### src/core/obd_pkg.sv
//--------------------------------------------------------------------------
// Output bank divider control constants
//--------------------------------------------------------------------------
// Operation
// - The six-bit divide-ratio code maps to fixed ratios from 2 at 000010 to 220 at 111011, with 000000, 000001 and 111100 to 111111 reserved.
// - A newly written divide-ratio code reaches the divider only when the initialise bit toggles, and the old ratio stays until then.
// - With bank power-down at 0 the bank divider runs, and each output runs while its own power-down bit is 0.
// - With bank power-down at 1 the bank divider and every bank output are powered down.
// - With configuration source at 0 the ratio and bank power-down come from the two bank select pins.
// - With configuration source at 1 the ratio and bank power-down come from the registers.
// - With an output power-down bit at 0 that output runs while bank power-down is 0.
// - With an output power-down bit at 1 only that output is powered down.
// - Software writes zero to reserved bits, and their read value is not defined.
// - There are four output power-down bits, indexed 0 to 3.
// - The bank registers sit at offsets 10h to 17h, with the output power-down bits in bit 7 of 14h to 17h.
package obd_pkg;

    //----------------------------------------------------------------------
    // Register map
    //----------------------------------------------------------------------
    localparam logic [7:0] OBD_ADDR_RATIO  = 8'h10;
    localparam logic [7:0] OBD_ADDR_RSVD1  = 8'h11;
    localparam logic [7:0] OBD_ADDR_CTRL   = 8'h12;
    localparam logic [7:0] OBD_ADDR_RSVD3  = 8'h13;
    localparam logic [7:0] OBD_ADDR_OUTPD0 = 8'h14;
    localparam int         OBD_NUM_OUT     = 4;
    localparam int         OBD_CODE_W      = 6;
    localparam int         OBD_RATIO_W     = 8;
    localparam int         OBD_PD_BIT      = 7;
    localparam int         OBD_SRC_BIT     = 0;
    localparam logic [5:0] OBD_RATIO_RST   = 6'h0D;
    localparam logic       OBD_PD_RST      = 1'h0;
    localparam logic       OBD_SRC_RST     = 1'h0;
    localparam logic       OBD_OUTPD_RST   = 1'h0;

    //----------------------------------------------------------------------
    // Bank select pin decode
    //----------------------------------------------------------------------
    localparam logic [5:0] OBD_PIN_CODE0 = 6'h0D;
    localparam logic [5:0] OBD_PIN_CODE1 = 6'h07;
    localparam logic [5:0] OBD_PIN_CODE2 = 6'h09;
    localparam logic [5:0] OBD_PIN_CODE3 = 6'h0D;
    localparam logic [1:0] OBD_PIN_PD    = 2'h3;

    // Ratio code to integer ratio; zero marks a reserved code.
    function automatic logic [7:0] obd_ratio(input logic [5:0] code);
        logic [7:0] r;
        r = 8'h00;
        unique case (code)
            6'h02: r = 8'h02;
            6'h03: r = 8'h03;
            6'h04: r = 8'h04;
            6'h05: r = 8'h05;
            6'h06: r = 8'h06;
            6'h07: r = 8'h08;
            6'h08: r = 8'h09;
            6'h09: r = 8'h0A;
            6'h0A: r = 8'h0C;
            6'h0B: r = 8'h0E;
            6'h0C: r = 8'h0F;
            6'h0D: r = 8'h10;
            6'h0E: r = 8'h12;
            6'h0F: r = 8'h14;
            6'h10: r = 8'h15;
            6'h11: r = 8'h16;
            6'h12: r = 8'h18;
            6'h13: r = 8'h19;
            6'h14: r = 8'h1B;
            6'h15: r = 8'h1C;
            6'h16: r = 8'h1E;
            6'h17: r = 8'h20;
            6'h18: r = 8'h21;
            6'h19: r = 8'h23;
            6'h1A: r = 8'h24;
            6'h1B: r = 8'h28;
            6'h1C: r = 8'h2A;
            6'h1D: r = 8'h2C;
            6'h1E: r = 8'h2D;
            6'h1F: r = 8'h30;
            6'h20: r = 8'h32;
            6'h21: r = 8'h36;
            6'h22: r = 8'h37;
            6'h23: r = 8'h38;
            6'h24: r = 8'h3C;
            6'h25: r = 8'h40;
            6'h26: r = 8'h42;
            6'h27: r = 8'h46;
            6'h28: r = 8'h48;
            6'h29: r = 8'h50;
            6'h2A: r = 8'h54;
            6'h2B: r = 8'h58;
            6'h2C: r = 8'h5A;
            6'h2D: r = 8'h60;
            6'h2E: r = 8'h64;
            6'h2F: r = 8'h6C;
            6'h30: r = 8'h6E;
            6'h31: r = 8'h70;
            6'h32: r = 8'h78;
            6'h33: r = 8'h80;
            6'h34: r = 8'h84;
            6'h35: r = 8'h8C;
            6'h36: r = 8'h90;
            6'h37: r = 8'hA0;
            6'h38: r = 8'hB0;
            6'h39: r = 8'hB4;
            6'h3A: r = 8'hC8;
            6'h3B: r = 8'hDC;
            default: r = 8'h00;
        endcase
        return r;
    endfunction : obd_ratio

endpackage : obd_pkg

### src/core/obd_bank_ctrl.sv
`timescale 1ns/100ps
module obd_bank_ctrl
    import obd_pkg::*;
(
    // Clock and reset.
    input  wire logic                    clock,
    input  wire logic                    srst,
    // Register port from the serial interface.
    input  wire logic                    reg_wr_en,
    input  wire logic                    reg_rd_en,
    input  wire logic [7:0]              reg_addr,
    input  wire logic [7:0]              reg_wr_data,
    output logic      [7:0]              reg_rd_data,
    // Strap pins and initialise bit.
    input  wire logic [1:0]              bank_select_pins,
    input  wire logic                    init_clk_bit,
    // Divider and output controls.
    output logic [obd_pkg::OBD_CODE_W-1:0]  applied_code,
    output logic [obd_pkg::OBD_RATIO_W-1:0] divide_ratio,
    output logic                         bank_divider_on,
    output logic [obd_pkg::OBD_NUM_OUT-1:0] bank_output_on
);
    import obd_pkg::*;

    //----------------------------------------------------------------------
    // Registers
    //----------------------------------------------------------------------
    logic [5:0]             bank_divide_ratio_r;
    logic                   bank_power_down_r;
    logic                   bank_config_source_r;
    logic [OBD_NUM_OUT-1:0] output_power_down_r;
    logic                   init_prev_r;
    logic                   init_seen_r;
    logic [5:0]             applied_code_r;
    logic [7:0]             divide_ratio_r;
    logic [7:0]             rd_data_r;
    logic                   div_on_r;
    logic [OBD_NUM_OUT-1:0] out_on_r;

    //----------------------------------------------------------------------
    // Decode
    //----------------------------------------------------------------------
    wire logic       wr_ratio   = reg_wr_en && (reg_addr == OBD_ADDR_RATIO);
    wire logic       wr_ctrl    = reg_wr_en && (reg_addr == OBD_ADDR_CTRL);
    wire logic [7:0] out_index  = reg_addr - OBD_ADDR_OUTPD0;
    wire logic       addr_outpd = (reg_addr >= OBD_ADDR_OUTPD0) &&
                                  (out_index < 8'(OBD_NUM_OUT));

    // Strap decode of the two bank select pins.
    wire logic [5:0] pin_code =
        (bank_select_pins == 2'h0) ? OBD_PIN_CODE0 :
        (bank_select_pins == 2'h1) ? OBD_PIN_CODE1 :
        (bank_select_pins == 2'h2) ? OBD_PIN_CODE2 : OBD_PIN_CODE3;
    wire logic       pin_pd = (bank_select_pins == OBD_PIN_PD);

    // Effective source for ratio and bank power-down.
    wire logic [5:0] eff_code = bank_config_source_r ?
                                bank_divide_ratio_r :
                                pin_code;
    wire logic       eff_pd   = bank_config_source_r ?
                                bank_power_down_r :
                                pin_pd;

    // A change on the initialise bit applies the pending ratio unless its code is reserved.
    wire logic       init_toggle = init_seen_r &&
                                   (init_clk_bit != init_prev_r);
    wire logic [7:0] eff_ratio   = obd_ratio(eff_code);
    wire logic       eff_valid   = (eff_ratio != 8'h00);
    wire logic       apply       = init_toggle && eff_valid;

    // Read mux; reserved bits and unmapped offsets read as zero.
    wire logic [7:0] rd_ratio = {2'h0, bank_divide_ratio_r};
    wire logic [7:0] rd_ctrl  = {bank_power_down_r, 6'h00,
                                 bank_config_source_r};
    wire logic [7:0] rd_outpd = {output_power_down_r[out_index[1:0]],
                                 7'h00};
    wire logic [7:0] rd_mux =
        (reg_addr == OBD_ADDR_RATIO) ? rd_ratio :
        (reg_addr == OBD_ADDR_CTRL)  ? rd_ctrl  :
        addr_outpd                   ? rd_outpd : 8'h00;

    //----------------------------------------------------------------------
    // Writable fields
    //----------------------------------------------------------------------
    always_ff @(posedge clock) begin
        if (srst) begin
            bank_divide_ratio_r  <= OBD_RATIO_RST;
            bank_power_down_r    <= OBD_PD_RST;
            bank_config_source_r <= OBD_SRC_RST;
        end else begin
            if (wr_ratio) begin
                bank_divide_ratio_r <= reg_wr_data[5:0];
            end
            if (wr_ctrl) begin
                bank_power_down_r    <= reg_wr_data[OBD_PD_BIT];
                bank_config_source_r <= reg_wr_data[OBD_SRC_BIT];
            end
        end
    end

    genvar gi;
    generate
        for (gi = 0; gi < OBD_NUM_OUT; gi++) begin : g_outpd
            wire logic wr_out = reg_wr_en &&
                (reg_addr == OBD_ADDR_OUTPD0 + 8'(gi));
            always_ff @(posedge clock) begin
                if (srst) begin
                    output_power_down_r[gi] <= OBD_OUTPD_RST;
                end else if (wr_out) begin
                    output_power_down_r[gi] <= reg_wr_data[OBD_PD_BIT];
                end
            end
            // Each output obeys its own bit and the bank bit.
            always_ff @(posedge clock) begin
                if (srst) begin
                    out_on_r[gi] <= 1'b1;
                end else begin
                    out_on_r[gi] <= !eff_pd &&
                                    !output_power_down_r[gi];
                end
            end
        end
    endgenerate

    //----------------------------------------------------------------------
    // Applied divider setting
    //----------------------------------------------------------------------
    always_ff @(posedge clock) begin
        if (srst) begin
            init_prev_r    <= 1'b0;
            init_seen_r    <= 1'b0;
            applied_code_r <= OBD_RATIO_RST;
            divide_ratio_r <= obd_ratio(OBD_RATIO_RST);
            div_on_r       <= 1'b1;
        end else begin
            init_prev_r <= init_clk_bit;
            init_seen_r <= 1'b1;
            div_on_r    <= !eff_pd;
            if (apply) begin
                applied_code_r <= eff_code;
                divide_ratio_r <= eff_ratio;
            end
        end
    end

    always_ff @(posedge clock) begin
        if (srst) begin
            rd_data_r <= 8'h00;
        end else if (reg_rd_en) begin
            rd_data_r <= rd_mux;
        end
    end

    assign reg_rd_data     = rd_data_r;
    assign applied_code    = applied_code_r;
    assign divide_ratio    = divide_ratio_r;
    assign bank_divider_on = div_on_r;
    assign bank_output_on  = out_on_r;

endmodule : obd_bank_ctrl

### config.mk
export PLATFORM = sky130hd
export DESIGN_NAME = obd_bank_ctrl
export DESIGN_NICKNAME = d
export VERILOG_FILES = /design/src/core/obd_pkg.sv /design/src/core/obd_bank_ctrl.sv
export SDC_FILE = /design/constraint.sdc
export NUM_CORES = 1
export LEC_CHECK = 0
export ABC_CLOCK_PERIOD_IN_PS = 2640
export BUFFER_PORTS_ARGS = -buffer_cell sky130_fd_sc_hd__buf_2
export CORE_MARGIN = 2
export CORE_UTILIZATION = 35
export DETAILED_ROUTE_END_ITERATION = 7
export SLEW_MARGIN = 20
export SYNTH_ARGS = -nofsm -noshare
export SYNTH_HDL_FRONTEND = slang
export SYNTH_SLANG_ARGS = --single-unit
export TNS_END_PERCENT = 20
### constraint.sdc
create_clock -name clock -period 2.64 [get_ports clock]
set_input_delay 0 -clock clock [delete_from_list [all_inputs] [get_ports clock]]
set_output_delay 0 -clock clock [all_outputs]
set_load 0.005 [all_outputs]
After elaboration in Yosys (flattened, before gate mapping)

Memory sizes are Yosys's and may differ from the RTL's.
Cells that the tools add are included.

Register bits after elaboration: 41
Latch bits: 0
RAM bits: 0
Bits in read-only memories: 512
Bits of input ports: 23
Output and inout port bits: 27
Memories: 1

Add/subtract/negate cells: 1
Multiply operators: 0
Divide/modulo/power cells: 0
Order comparisons: 3
Equality and inequality tests: 10
Shift-type cells: 0
Multiplexer cells: 11
Bitwise gates (word level): 0
Reduce and logical (&&, ||, !) cells: 20

Memories:

| memory          | depth | width | read ports | clocked after memory_dff | write ports | RTL line      | text |
|---|---|---|---|---|---|---|---|
| (no name shown) | 64    | 8     | 1          | 0                        | 0           | obd_pkg.sv:49 | `unique case (code)` |

Operators with widths:

| kind                  | number |
|---|---|
| $eq A8 B5 Y1 const B  | 6 |
| $mux W8               | 3 |
| $logic_and A1 B1 Y1   | 13 |
| $ge A8 B5 Y1 const B  | 1 |
| $lt A8 B3 Y1 const B  | 1 |
| $mux W4               | 2 |
| $reduce_bool A8 Y1    | 1 |
| $sub A8 B5 Y8 const B | 1 |
| $mux W6               | 1 |
| $logic_not A1 Y1      | 5 |
| $eq A2 B2 Y1 const B  | 2 |
| $lt A2 B3 Y1 const B  | 1 |
| $mux W1               | 3 |
| $mux W3               | 1 |
| $bmux W1 S2           | 1 |
| $eq A2 B1 Y1 const B  | 1 |
| $logic_not A2 Y1      | 1 |
| $ne A1 B1 Y1          | 1 |

Longest topological paths before layout

Gate-level depths: netlist of run 1.
An unclocked memory read counts as a cell.

Depth in word-level cells: 8
Gate-level depth with buffers: 14

Least setup slack after synthesis of run 1

No wires, ideal clock.

Path kind: register -> register
From: reg bank_config_source_r
To: reg divide_ratio_r[4] (netlist: divide_ratio[4])
Library setup time: 0.122 ns
Arrival time: 2.725 ns
Required time: 2.518 ns
Setup slack: -0.207 ns
Cell stages (with the launch flop): 13
Period minus slack after synthesis: 2.847 ns
Cells stage by stage: dfxtp_1 > buf_2 > buf_2 > a21oi_1 > inv_1 > ha_1 > and3_4 > a2111oi_4 > nor4_2 > and2_4 > buf_6 > a31o_1 > a221o_1

Longest elaborated chain between the ends: 4

RTL lines:

| element                | RTL line             | text |
|---|---|---|
| start, declared        | obd_bank_ctrl.sv:30  | `logic bank_config_source_r;` |
| start signal, assigned | obd_bank_ctrl.sv:96  | `bank_config_source_r <= reg_wr_data[OBD_SRC_BIT];` |
| $mux W6 (*)            | obd_bank_ctrl.sv:57  | `wire logic [5:0] eff_code = bank_config_source_r ?` |
| net eff_code[1]        | obd_bank_ctrl.sv:57  |  |
| $mem_v2 Z64 W8 (*)     | -                    |  |
| $reduce_bool A8 Y1     | obd_bank_ctrl.sv:68  | `wire logic eff_valid = (eff_ratio != 8'h00);` |
| $logic_and A1 B1 Y1    | obd_bank_ctrl.sv:69  | `wire logic apply = init_toggle && eff_valid;` |
| end signal, assigned   | obd_bank_ctrl.sv:133 | `divide_ratio_r <= obd_ratio(OBD_RATIO_RST);` |
| end signal, assigned   | obd_bank_ctrl.sv:141 | `divide_ratio_r <= eff_ratio;` |
| end, declared          | obd_bank_ctrl.sv:35  | `logic [7:0] divide_ratio_r;` |

The timed path passes the listed nets; every way through them passes the cells marked *.
A chain may end at the register's enable or synchronous reset.

Worst setup path in the final report of run 1

From: reg bank_config_source_r
To: reg divide_ratio_r[5] (netlist: divide_ratio[5])

Same word-level chain as after synthesis.

==> qor.yml, run 1 <==
setup_violations: 0
worst_setup_path_end_kind: "register"
met3_length_um: 500
p_sw_mw: 0.3549
multi_input_area_um2: 1856
synth_edf_count: 0
track_usage_pct: 19.27
crit_type: "reg -> reg"
drt_iter0_markers: 313
vias_per_cell: 5.531
pre_cts_ws_ps: -83.50
grt_max_degree: 34
power_frac_seq_pct: 49.0
finalCriticalPeriod_ps: 2613
cp-start-kind: "register"
clockPowerShare_pct: 31.4
rr_startpoint: "bank_config_source_r"
grt_pass1_wl_um: 13370
power.density_nw_per_um2: 348.3
antenna_found_initial: 0
ir_worst_vdd_uv: 333.4
area_growth_pct: 34.26
fin_util_pct: 47.63
yosys_warnings: 0
ioPinCount: 50
power_frac_comb_pct: 19.6
portBuffers: 47
holdWs_ps: 9.034
routedWlPerCell_um: 15.60
nFillCells: 796
ys_async_sr_fraction_pct: 0
highest_layer: "met4"
die_y_um: 91.81
p_leak_nw: 1.469
max_freq_mhz: 382.7
netlist_instances: 340
core_area_um2: 7607
routed_wl_um: 8221
insertion_delay_ps: 290
final_cells: 527
min_from: "reg_wr_data[7]"
path_max_fanout: 8
dpl.cell_count: 506
htreeDepth: 2
reg2regPathDepth: 11
fin_ws_ps: 27.07
cp_data_arrival_time_ps: 2810
whs_endpoint: "output_power_down_r[3]"
antennaDiodeCount: 0
regArea_um2: 804.5
netlist_area_um2: 2699
route.vias.total: 2915
synthFlopType: "dfxtp_1"
stdcell_area_um2: 3623
place_area_um2: 3309
fin_crit_sh_pct: 98.97
place_hpwl_um: 5888
hold_viol_final: 0
ant_nets: 0
grt_pass1_vias: 2741
rsz0062_at_grt: "true"
p_sw_share_pct: 28.12
fin_worst_skew_ps: 9.057
maxCapViolCount: 0
cts_tree: "built"
fp-row-count: 32
grt-ovfl-total: 0
syn_area_per_cell_um2: 7.938
initial_core_util_pct: 35.48
hp-class: "in -> reg"
drv_slew: 0
numCtsBuffers: 5
clock-sinks: 40
die_area_um2: 8429
status: "finished, final reports clean"
first_pass_iters: 5
drc: 0
syn-num-nets: 370
met1_length_um: 3768
hold_path_depth: 3
clk_pin_slew_ps: 80
gp_congestion: 0.9921
synth-seq-area-share_pct: 29.67
yosysTopAreaCellShare_pct: 29.67
slew-limit-headroom_pct: 60.15
crit_required_ps: 2840
synth_area_leaders: "dfxtp_1 30%, a21oi_1 4.8%, nor2_1 4.7%"
p_int_mw: 0.9072
root_buffer: "clkbuf_8"
synth.most_common_cell: "dfxtp_1"
tightest_slew_ps: 596.9
rrSetupSlack_ps: 30
r2r-end: "divide_ratio[5]"
wl_met2_um: 3829
dieWidth_um: 91.81
yosys-top-cells-count: "40 x dfxtp_1, 34 x nor2_1, 26 x a21oi_1, 22 x nand2_1"
synthDistinctLibCells: 72
yosysTopAreaCell: "dfxtp_1"
ys_seq_elements: 40
drive_gt1_share_pct: 32.71
layout.nets: 455
ctsLongestPathBuffers: 2
-- kinds of logic after synthesis --
kind of cell	synth area share, %
AO/OA/AOI/OAI	25.31
XOR/XNOR	0.6492
adder cells (fa/ha/maj)	3.245
buffers and inverters	6.351
flip-flops	29.67
multiplexers	5.332
other	0.1389
AND/OR/NAND/NOR	29.30
-- stage by stage --
step,power [mW],setup TNS (ps)
4_1_cts,1.258,0
3_3_place_gp,0.8423,0
6_report,1.262,0
3_5_place_dp,0.8437,-360.3
5_1_grt,1.313,-496.4
2_1_floorplan,0.7629,-0.6948
-- cell type report --
cell class              count  share of cell area (%)
multi-input cells         261                   51.21
flip-flops and latches     40                   22.20
repair buffers            105                   19.51
well taps                 102                   3.522
clock buffers               5                   1.899
inverters                  12                   1.312
clock inverters             2                  0.3453
-- critical path, cell delays in order (launching register included) --
cell and delay (ps):
dfxtp_4 380, buf_6 120, a21oi_4 260, inv_4 90, ha_4 200, or3_1 380
o311ai_1 120, o211ai_1 220, nor3_2 140, buf_4 170, nand3_1 150, a311oi_2 270
-- layout by cell type (no fill, tap or decap), drive strengths merged, types with 4 or more instances in the layout --
cell	n
buf	97
dfxtp	40
nor2	35
a21oi	26
nand2	23
nand3	14
nor2b	13
nor3	13
inv	12
mux2i	11
o21ai	11
nand2b	9
dlygate4sd3	8
ha	7
nand4	6
a2bb2oi	6
nand3b	5
o211ai	5
a22oi	5
clkbuf	5
or3	4
a31oi	4
and2	4
nor4	4
-- state kept, by name, indices dropped and copies added, names as in the netlist, 4 cells and up --
register,count
reg_rd_data,7
output_power_down_r,4
bank_divide_ratio_r,6
applied_code,6
bank_output_on,4
divide_ratio,8
-- power groups by stage --
stage,clock [mW],combinational (mW),sequential (mW)
2_1_floorplan,0,0.129,0.634
3_3_place_gp,0,0.209,0.633
3_5_place_dp,0,0.210,0.633
4_1_cts,0.408,0.232,0.618
5_1_grt,0.424,0.269,0.620
6_report,0.396,0.248,0.618
-- routing by layer --
layer	vias to the layer above	track usage, %
met4	0	7.338
met5	-	0
met2	123	30.33
met3	12	2.301
met1	1362	26.98
li1	1418	-
-- worst max-delay path by stage --
stage / startpoint / to
3_3_place_gp: bank_config_source_r / applied_code[4]
3_5_place_dp: bank_config_source_r / applied_code[1]
5_1_grt: bank_config_source_r / divide_ratio[5]
2_1_floorplan: bank_config_source_r / applied_code[1]
6_report: bank_config_source_r / divide_ratio[5]
4_1_cts: bank_config_source_r / divide_ratio[4]
-- timing repair --
action,CTS,global route
hold buffers,8,0
pin swaps,4,12
endpoints found under the setup margin,10,14
cloned,1,0
buffers inserted,2,3
endpoints found under the hold margin,9,0
resized for setup,10,18
No activity file was read; power rests on OpenSTA's default activity.
==> run 2: changes to the inputs <==
- CORE_MARGIN: 2 -> 1.5
- SETUP_SLACK_MARGIN: default -> 0.15
==> qor.yml, run 2 (same netlist as run 1, synthesis figures left out) <==
routed_wl_um: 9137
first_pass_iters: 6
fp-row-count: 31
setup_violations: 1
root_buffer: "clkbuf_8"
power.density_nw_per_um2: 362.1
finalCriticalPeriod_ps: 2647
maxCapViolCount: 0
core_area_um2: 7370
cp-start-kind: "register"
largest_reg_flops: 8
route.vias.total: 3049
stdcell_area_um2: 3999
tightest_slew_ps: 743.9
cp_data_arrival_time_ps: 2870
portBuffers: 47
htreeDepth: 2
cts_tree: "built"
clk_pin_slew_ps: 90
layout.nets: 472
antennaDiodeCount: 0
area_growth_pct: 48.17
ctsLongestPathBuffers: 2
vias_per_cell: 5.625
place_hpwl_um: 6180
die_area_um2: 8246
antenna_found_initial: 0
hold_viol_final: 0
ant_nets: 0
grt_max_degree: 34
path_max_fanout: 6
holdWs_ps: 51.62
initial_core_util_pct: 36.62
drc: 0
drive_gt1_share_pct: 41.08
final_cell_mix: "60 x buf_4, 47 x buf_2, 39 x dfxtp_1"
grt-ovfl-total: 0
max_freq_mhz: 377.8
worst_setup_path_end_kind: "register"
slew-limit-headroom_pct: 50.28
fin_ws_ps: -7.178
insertion_delay_ps: 300
crit_required_ps: 2860
gp_congestion: 0.9291
dieWidth_um: 90.81
ioPinCount: 50
track_usage_pct: 21.59
fin_worst_skew_ps: 13.98
final_common_cell: "buf_4"
clock-sinks: 40
die_y_um: 90.81
rsz0062_at_grt: "true"
fin_util_pct: 54.26
routedWlPerCell_um: 16.86
p_leak_nw: 1.640
grt_pass1_wl_um: 14370
place_area_um2: 3338
numCtsBuffers: 5
fin_crit_sh_pct: 100.3
crit_type: "reg -> reg"
grt_pass1_vias: 2854
drv_slew: 0
hp-class: "in -> reg"
drt_iter0_markers: 241
violations: "negative setup slack"
ir_worst_vdd_uv: 336.3
pre_cts_ws_ps: -10.03
status: "finished, violations left"
run 2: worst max-delay path, cell delays in order, from the launching register on:
cell and delay (ps):
dfxtp_4 430, nor3b_4 70, a21oi_4 260, inv_4 100, ha_4 200, or3_4 340
o311ai_4 80, o211ai_1 250, nor3_4 330, buf_4 180, nand3_4 80, a311oi_2 240
run 2: cell type report:
| cell class | instances | area (um2) |
|---|---|---|
| Fill cell | 708 | 3371 |
| Clock buffer | 6 | 82.58 |
| Timing Repair Buffer | 122 | 852.1 |
| Clock inverter | 2 | 38.79 |
| Inverter | 12 | 50.05 |
| Tap cell | 99 | 123.9 |
| Sequential cell | 40 | 804.5 |
| Multi-Input combinational cell | 261 | 2047 |
run 2: report_power, final:
part | switching (mW) | internal (mW) | total [mW]
clock network | 0.234 | 0.309 | 0.543
registers | 0.00489 | 0.614 | 0.618
logic | 0.151 | 0.136 | 0.286
run 2: what timing repair did:
action | in CTS | in global routing
gates cloned | 0 | 0
gates resized for setup | 33 | 30
hold buffers | 9 | 0
buffers inserted | 12 | 9
pin swaps | 25 | 25
endpoints found under the setup margin | 13 | 14
hold endpoints to repair | 10 | 0
run 2: through the flow:
stage                     total power, mW  TNS [ps]  cells
after CTS                           1.419         0    533
final                               1.448    -7.178    542
after detailed placement           0.8486    -10.03    504
after global routing                1.500    -830.6    542
after global placement             0.8476         0    504
after floorplan                    0.7648         0    340
run 2: final timing paths:
path,from,end,slack (ps),depth (start not counted)
hold / removal,reg_addr[1],output_power_down_r[3],50,3
setup / recovery,bank_config_source_r,divide_ratio[5],-7,11
hold reg to reg,output_power_down_r[0],bank_output_on[0],460,1
setup reg to reg,bank_config_source_r,divide_ratio[5],-7,11
run 2: per-layer routing:
metal	global-route usage [%]	up-vias	part of all wire, %
li1	-	1449	-
met1	28.68	1448	46
met2	34.21	119	46
met3	4.377	33	6.0
met4	8.333	0	2.9
met5	0	-	0
